`config.mk`:
```
export PLATFORM = sky130hd
export DESIGN_NAME = dcs_channel_status
export DESIGN_NICKNAME = d
export VERILOG_FILES = /design/src/core/dcs_pkg.sv /design/src/core/dcs_channel_status.sv
export VERILOG_INCLUDE_DIRS = /design/src /design/src/core
export SDC_FILE = /design/constraint.sdc
export NUM_CORES = 1
export LEC_CHECK = 0
export BUFFER_PORTS_ARGS = -buffer_cell sky130_fd_sc_hd__buf_2
export CAP_MARGIN = 5
export CORE_ASPECT_RATIO = 1.25
export CORE_UTILIZATION = 37
export CTS_CLUSTER_DIAMETER = 80
export DETAILED_ROUTE_END_ITERATION = 6
export PLACE_DENSITY = 0.85
export SYNTH_ARGS = -nofsm -noshare
export SYNTH_HDL_FRONTEND = slang
export SYNTH_SLANG_ARGS = --single-unit
```
`constraint.sdc`:
```
create_clock -name mclk -period 1.65 [get_ports mclk]
set_clock_uncertainty 0.15 [all_clocks]
set_input_delay 0.2475 -clock mclk [delete_from_list [all_inputs] [get_ports mclk]]
set_output_delay 0.2475 -clock mclk [all_outputs]
set_load 0.005 [all_outputs]
```
`src/core/dcs_defines.svh`:
```
`ifndef DCS_DEFINES_SVH
`define DCS_DEFINES_SVH

// Register byte offsets
`define DCS_OFS_STATUS   12'h000
`define DCS_OFS_CONTROL  12'h004
`define DCS_OFS_IRQSTAT  12'h008
`define DCS_OFS_IRQMASK  12'h00C

// Channel status field positions
`define DCS_ST_ACT       31
`define DCS_ST_NC        23
`define DCS_ST_ABN       22
`define DCS_ST_SRCERR    20
`define DCS_ST_DSTERR    19
`define DCS_ST_CONF      18

// Channel control field positions
`define DCS_CT_START     0
`define DCS_CT_NCIE      1
`define DCS_CT_ABNIE     2

// Interrupt status / mask field positions
`define DCS_IS_NC        0
`define DCS_IS_ABN       1
`define DCS_IS_STERR     2
`define DCS_IS_W         3

// Reset values
`define DCS_RST_WORD     32'h0000_0000
`define DCS_RST_IRQ      3'h0

`endif

```
`src/core/dcs_pkg.sv`:
```
`default_nettype none
package dcs_pkg;
  typedef logic [31:0] dcs_word_t;
  typedef enum {
    DCS_SEL_STATUS,
    DCS_SEL_CONTROL,
    DCS_SEL_IRQSTAT,
    DCS_SEL_IRQMASK,
    DCS_SEL_NONE
  } dcs_sel_t;
endpackage
`default_nettype wire

```
`src/core/dcs_channel_status.sv`:
```
`timescale 1ns/1ps
`default_nettype none
`include "dcs_defines.svh"

// Operation
// Bit 31 reads 1 while the channel is ready, else 0; resets to 0.
// Normal termination sets the normal-done flag, bit 23.
// Normal-done with its interrupt enabled raises a request.
// Writing 0 clears normal-done; its request drops once the flag is 0.
// Writing 1 to either completion flag leaves it unchanged.
// Start while normal-done is set is an error, no transfer starts.
// Software clears normal-done before the next start.
// Abnormal termination sets bit 22 and requests an enabled interrupt.
// Writing 0 clears abnormal-done; its request is cancelled then.
// Clearing abnormal-done also clears the three error flags.
// Start while abnormal-done is set is an error; software clears it first.
// Source bus error sets read-only bit 20.
// Destination bus error sets read-only bit 19.
// Configuration error sets read-only bit 18.
// Software writes 0 to reserved bits 21 and 2:0.
// Any error flag set also ends the channel and sets abnormal-done.
module dcs_channel_status
  import dcs_pkg::*;
(
  input  wire logic        mclk,         // System clock, 200 MHz
  input  wire logic        resetn,       // Asynchronous reset, active low
  input  wire logic        psel,         // APB select
  input  wire logic        penable,      // APB access phase
  input  wire logic        pwrite,       // APB write
  input  wire logic [11:0] paddr,        // APB byte address
  input  wire logic [31:0] pwdata,       // APB write data
  input  wire logic [3:0]  pstrb,        // APB byte strobes
  output logic      [31:0] prdata,       // APB read data
  output logic             pready,       // APB ready
  output logic             pslverr,      // APB error, unmapped address
  input  wire logic        chanReady,    // Engine: channel in ready state
  input  wire logic        normalDone,   // Engine: normal termination pulse
  input  wire logic        abnormalDone, // Engine: abnormal termination pulse
  input  wire logic        srcBusErr,    // Engine: source bus error pulse
  input  wire logic        dstBusErr,    // Engine: destination bus error pulse
  input  wire logic        cfgErr,       // Engine: configuration error pulse
  output logic             startReq,     // To engine: start transfer pulse
  output logic             abortReq,     // To engine: end channel pulse
  output logic             startErr,     // Refused start pulse
  output logic             ncIrqReq,     // Normal-completion request level
  output logic             abnIrqReq,    // Abnormal-completion request level
  output logic             irq           // Combined masked interrupt level
);

  //////////////////////////////////////////////////////////////////////////////
  // Bus decode

  logic        pready_q;
  dcs_word_t   prdata_q;
  logic        pslverr_q;
  dcs_sel_t    sel;
  logic        wrAcc;
  logic        stWr;
  logic        ctWr;
  logic        clrNc;
  logic        clrAbn;
  logic        startTry;
  logic        anyErr;
  logic        abnSet;
  logic        actFlag_q;
  logic        ncFlag_q;
  logic        abnFlag_q;
  logic        srcErrFlag_q;
  logic        dstErrFlag_q;
  logic        confFlag_q;
  logic        ncIe_q;
  logic        abnIe_q;
  logic        startReq_q;
  logic        abortReq_q;
  logic        startErr_q;
  logic        ncIrqReq_q;
  logic        abnIrqReq_q;
  logic        irq_q;
  logic [`DCS_IS_W-1:0] irqStat_q;
  logic [`DCS_IS_W-1:0] irqMask_q;
  logic [`DCS_IS_W-1:0] irqEvt;
  dcs_word_t   rdWord;

  // Address to register select; anything else answers with an error
  always_comb begin
    unique case (paddr)
      `DCS_OFS_STATUS:  sel = DCS_SEL_STATUS;
      `DCS_OFS_CONTROL: sel = DCS_SEL_CONTROL;
      `DCS_OFS_IRQSTAT: sel = DCS_SEL_IRQSTAT;
      `DCS_OFS_IRQMASK: sel = DCS_SEL_IRQMASK;
      default:          sel = DCS_SEL_NONE;
    endcase
  end

  // A write lands only at the edge that completes the access phase
  assign wrAcc    = psel & penable & pready_q & pwrite;
  assign stWr     = wrAcc & (sel == DCS_SEL_STATUS) & pstrb[2];
  assign ctWr     = wrAcc & (sel == DCS_SEL_CONTROL) & pstrb[0];
  assign clrNc    = stWr & ~pwdata[`DCS_ST_NC];
  assign clrAbn   = stWr & ~pwdata[`DCS_ST_ABN];
  assign startTry = ctWr & pwdata[`DCS_CT_START];
  assign anyErr   = srcBusErr | dstBusErr | cfgErr;
  assign abnSet   = abnormalDone | anyErr;

  // Read mux; reserved bits read as zero whatever software wrote
  always_comb begin
    rdWord = `DCS_RST_WORD;
    unique case (sel)
      DCS_SEL_STATUS: begin
        rdWord[`DCS_ST_ACT]  = actFlag_q;
        rdWord[`DCS_ST_NC]   = ncFlag_q;
        rdWord[`DCS_ST_ABN]    = abnFlag_q;
        rdWord[`DCS_ST_SRCERR] = srcErrFlag_q;
        rdWord[`DCS_ST_DSTERR] = dstErrFlag_q;
        rdWord[`DCS_ST_CONF]   = confFlag_q;
      end
      DCS_SEL_CONTROL: begin
        rdWord[`DCS_CT_NCIE]  = ncIe_q;
        rdWord[`DCS_CT_ABNIE] = abnIe_q;
      end
      DCS_SEL_IRQSTAT: rdWord[`DCS_IS_W-1:0] = irqStat_q;
      DCS_SEL_IRQMASK: rdWord[`DCS_IS_W-1:0] = irqMask_q;
      DCS_SEL_NONE:    rdWord = `DCS_RST_WORD;
    endcase
  end

  // One wait-free access phase: ready rises in the cycle after setup
  always_ff @(posedge mclk or negedge resetn) begin
    if (!resetn) begin
      pready_q  <= 1'b0;
      prdata_q  <= `DCS_RST_WORD;
      pslverr_q <= 1'b0;
    end else begin
      pready_q  <= psel & ~penable;
      pslverr_q <= psel & ~penable & (sel == DCS_SEL_NONE);
      if (psel & ~penable & ~pwrite) begin
        prdata_q <= rdWord;
      end
    end
  end

  //////////////////////////////////////////////////////////////////////////////
  // Channel status flags

  // Ready mirror; engine is on this clock so no synchroniser is needed
  always_ff @(posedge mclk or negedge resetn) begin
    if (!resetn) begin
      actFlag_q <= 1'b0;
    end else begin
      actFlag_q <= chanReady;
    end
  end

  // Completion flags: engine sets, software writes 0 to clear.
  // A set in the same cycle as the clear wins so no termination is lost.
  always_ff @(posedge mclk or negedge resetn) begin
    if (!resetn) begin
      ncFlag_q  <= 1'b0;
      abnFlag_q <= 1'b0;
    end else begin
      ncFlag_q  <= normalDone | (ncFlag_q & ~clrNc);
      abnFlag_q <= abnSet | (abnFlag_q & ~clrAbn);
    end
  end

  // Error causes are read-only and fall together with abnormal-done
  always_ff @(posedge mclk or negedge resetn) begin
    if (!resetn) begin
      srcErrFlag_q <= 1'b0;
      dstErrFlag_q <= 1'b0;
      confFlag_q   <= 1'b0;
    end else begin
      srcErrFlag_q <= srcBusErr | (srcErrFlag_q & ~clrAbn);
      dstErrFlag_q <= dstBusErr | (dstErrFlag_q & ~clrAbn);
      confFlag_q   <= cfgErr | (confFlag_q & ~clrAbn);
    end
  end

  //////////////////////////////////////////////////////////////////////////////
  // Control and start

  // Interrupt enables live in the control word
  always_ff @(posedge mclk or negedge resetn) begin
    if (!resetn) begin
      ncIe_q  <= 1'b0;
      abnIe_q <= 1'b0;
    end else if (ctWr) begin
      ncIe_q  <= pwdata[`DCS_CT_NCIE];
      abnIe_q <= pwdata[`DCS_CT_ABNIE];
    end
  end

  // Start is refused while a completion is still pending, since the
  // engine would otherwise overwrite a result software has not seen
  always_ff @(posedge mclk or negedge resetn) begin
    if (!resetn) begin
      startReq_q <= 1'b0;
      startErr_q <= 1'b0;
      abortReq_q <= 1'b0;
    end else begin
      startReq_q <= startTry & ~ncFlag_q & ~abnFlag_q;
      startErr_q <= startTry & (ncFlag_q | abnFlag_q);
      abortReq_q <= anyErr;
    end
  end

  //////////////////////////////////////////////////////////////////////////////
  // Interrupts

  // Per-flag requests follow the flags, so a cleared flag drops its line
  always_ff @(posedge mclk or negedge resetn) begin
    if (!resetn) begin
      ncIrqReq_q  <= 1'b0;
      abnIrqReq_q <= 1'b0;
    end else begin
      ncIrqReq_q  <= ncFlag_q & ncIe_q;
      abnIrqReq_q <= abnFlag_q & abnIe_q;
    end
  end

  assign irqEvt[`DCS_IS_NC]    = normalDone;
  assign irqEvt[`DCS_IS_ABN]   = abnSet;
  assign irqEvt[`DCS_IS_STERR] = startTry & (ncFlag_q | abnFlag_q);

  // Sticky event bits, write 1 to clear; a new event beats the clear
  always_ff @(posedge mclk or negedge resetn) begin
    if (!resetn) begin
      irqStat_q <= `DCS_RST_IRQ;
      irqMask_q <= `DCS_RST_IRQ;
    end else begin
      if (wrAcc & (sel == DCS_SEL_IRQSTAT) & pstrb[0]) begin
        irqStat_q <= irqEvt | (irqStat_q & ~pwdata[`DCS_IS_W-1:0]);
      end else begin
        irqStat_q <= irqEvt | irqStat_q;
      end
      if (wrAcc & (sel == DCS_SEL_IRQMASK) & pstrb[0]) begin
        irqMask_q <= pwdata[`DCS_IS_W-1:0];
      end
    end
  end

  // Combined line is one cycle behind the sticky bits
  always_ff @(posedge mclk or negedge resetn) begin
    if (!resetn) begin
      irq_q <= 1'b0;
    end else begin
      irq_q <= |(irqStat_q & irqMask_q);
    end
  end

  assign prdata    = prdata_q;
  assign pready    = pready_q;
  assign pslverr   = pslverr_q;
  assign startReq  = startReq_q;
  assign abortReq  = abortReq_q;
  assign startErr  = startErr_q;
  assign ncIrqReq  = ncIrqReq_q;
  assign abnIrqReq = abnIrqReq_q;
  assign irq       = irq_q;
endmodule
`default_nettype wire

```
==> results_dict.tcl <==
set metrics [dict create \
    synth_cells 125 \
    switching_power_mw 0.336 \
    sequentialPowerShare 0.528 \
    grt_max_degree 32 \
    synth_seq_cells 31 \
    synth_top_area_frac 0.516 \
    portBuffers 46 \
    max-slew-margin-rel 0.546 \
    gr-total-overflow 0 \
    outcome "finished, violations left" \
    tritoncts "built" \
    drive_gt1_frac 0.450 \
    period_share 1.05 \
    crit_path_max_fanout 5 \
    setup.worst_path.start "pready" \
    period_needed_ns 1.73 \
    core_area_mm2 0.00385 \
    netlist_area_mm2 0.00150 \
    clock-sinks 31 \
    holdCritPathClass "input port to flip-flop" \
    ys_warn_count 0 \
    cts_buffer_depth 2 \
    grt_usage 0.152 \
    r2r_slack_ns -0.08 \
    drv_slew 0 \
    placedCellCount 231 \
    synth-edff-count 0 \
    wire_per_inst_um 12.1 \
    worst_setup_path_start_kind "flip-flop" \
    ir_drop_mv 0.351 \
    cap_viol_max_count 0 \
    insertedDiodeCount 0 \
    violations "negative setup slack" \
    rsz0062_at_grt "yes" \
    finalSetupViolations 6 \
    syn_area_per_cell_um2 12.0 \
    hpwl_um 2310 \
    timing.rr.end "irqMask_q[1]" \
    cp.arrival_ns 1.74 \
    pre_cts_slack_ns -0.243 \
    p_clk_frac 0.383 \
    swShare 0.231 \
    r2r_start "pready" \
    drt_iter0_drc 15 \
    clk_latency_ns 0.27 \
    antenna_found_initial 0 \
    fin_cells 245 \
    die_area_mm2 0.00433 \
    antenna_left 0 \
    vias 1091 \
    viasPerCell 4.45 \
    p_comb_frac 0.089 \
    synthDistinctLibCells 34 \
    htree_levels 2 \
    intPower_mw 1.12 \
    largest_reg_flops 9 \
    crit_type "flip-flop to flip-flop" \
    root_buffer "clkbuf_8" \
    drc 0 \
    grt_pass1_wl_um 4760 \
    hold_violations 0 \
    fp.dieH_um 73.3 \
    cts-buffers-inserted 5 \
    io_pins 99 \
    yosys-top-cells-area "dfrtp_1 52%, buf_4 11%, mux2_2 6.0%, nor4_4 4.2%, a22o_1 3.5%" \
    powerDensity_mw_per_mm2 752 \
    wl_um 2970 \
    cp-endpoint "irqMask_q[1]" \
    fin_ws_ns -0.0774 \
    fp-row-count 25 \
    synth_ff_type "dfrtp_1" \
    clkTransAtPathRegs_ns 0.06 \
    place_area_mm2 0.00177 \
    die_width_um 59.0 \
    critPathRequiredTime_ns 1.66 \
    finalInstanceArea_mm2 0.00193 \
    reg2regPathDepth 4 \
    layout-area-overhead-vs-synth_pct 28.3 \
    yosys.area.top_type "dfrtp_1" \
    end_kind "flip-flop" \
    fillers 386 \
    nets 249 \
    fmax_ghz 0.579 \
    p_leak_nw 0.969 \
    async_flop_share 1.00 \
    dr.pass1.iters 4 \
    finalWeightedCongestion 0.846 \
    grt_pass1_vias 1045 \
    start_util 0.391 \
    yosysSeqAreaShare 0.516 \
    worst_pin_slew_ns 0.681 \
]
logic make-up after synthesis:
group,after synthesis,synth area share
other cells,1,0.00249
simple gates,37,0.185
buf+inv,27,0.126
flops,31,0.516
compound gates,21,0.111
mux,8,0.0599
routing by layer:
layer	vias to the layer above	track usage	share of wire
met1	518	0.172	0.42
met2	42	0.255	0.51
met3	7	0.0616	0.054
met5	-	0	0
li1	524	-	-
met4	0	0.0556	0.018
synth_stat cells (2+ instances only):
| library cell | number |
|---|---|
| a21o_2 | 3 |
| a22o_1 | 6 |
| a22oi_1 | 2 |
| and2_1 | 2 |
| buf_4 | 23 |
| clkbuf_1 | 2 |
| dfrtp_1 | 31 |
| mux2_2 | 8 |
| nand2_1 | 8 |
| nand2b_1 | 3 |
| nor2_1 | 5 |
| nor2b_1 | 3 |
| nor4_4 | 3 |
| o21ai_0 | 3 |
| o31ai_1 | 4 |
layout make-up:
type / count / area (um2) / area share
repair buffers: 62 / 364 / 0.189
flip-flops and latches: 31 / 776 / 0.402
multi-input cells: 89 / 637 / 0.330
clock inverters: 1 / 5.00 / 0.00259
clock buffers: 7 / 76.3 / 0.0396
well taps: 54 / 67.6 / 0.0350
inverters: 1 / 3.75 / 0.00195
power by group through the flow:
stage | Clock [mW] | Sequential [mW] | Combinational, mW
after detailed placement | 0 | 0.780 | 0.121
after floorplan | 0 | 0.781 | 0.0823
after CTS | 0.564 | 0.767 | 0.127
after global placement | 0 | 0.780 | 0.119
final | 0.556 | 0.767 | 0.129
after global routing | 0.606 | 0.766 | 0.144
timing repair:
item / 4_1_cts / 5_1_grt
endpoints found under the setup margin: 7 / 17
hold endpoints to repair: 33 / 0
setup buffers: 1 / 3
resized for setup: 3 / 3
pin swaps: 2 / 3
hold buffers: 3 / 0
gates cloned: 0 / 0
critical path: stages, from the launching register on:
cell and delay, ns:
dfrtp_1 0.34, and4_1 0.21, nand4_1 0.23, nor2_1 0.31, mux2_2 0.37
metrics by stage:
stage          utilization  setup TNS (ns)  hold WS (ns)  power (mW)
6_report             0.501          -0.364        0.0122        1.45
5_1_grt              0.501          -0.875       0.00738        1.52
4_1_cts              0.495          -0.479       0.00615        1.46
3_5_place_dp         0.461           -3.14         0.165       0.901
3_3_place_gp         0.461           -2.98         0.164       0.900
2_1_floorplan            -         -0.0360        -0.198       0.863
worst min path at each step:
stage	startpoint	endpoint	slack, ns	cells after the start
after global placement	resetn	pslverr	0.16	1
after floorplan	resetn	abnFlag_q	-0.20	0
after global routing	cfgErr	confFlag_q	0.007	2
after CTS	cfgErr	confFlag_q	0.006	2
after detailed placement	resetn	pslverr	0.16	1
final	cfgErr	confFlag_q	0.01	2
cell usage in the layout, fill, tap and decap left out, types with 3 or more instances in the layout:
cell type | netlist | routed
a21o_2 | 3 | 3
a22o_1 | 6 | 6
nand2_1 | 8 | 8
buf_2 | 1 | 46
o31ai_1 | 4 | 4
conb_1 | 1 | 23
nor4_4 | 3 | 3
o21ai_0 | 3 | 3
nor2_1 | 5 | 5
clkbuf_8 | 0 | 5
mux2_2 | 8 | 6
buf_4 | 23 | 12
dfrtp_1 | 31 | 31
nand2b_1 | 3 | 3
(Power assumes the default switching activity.)
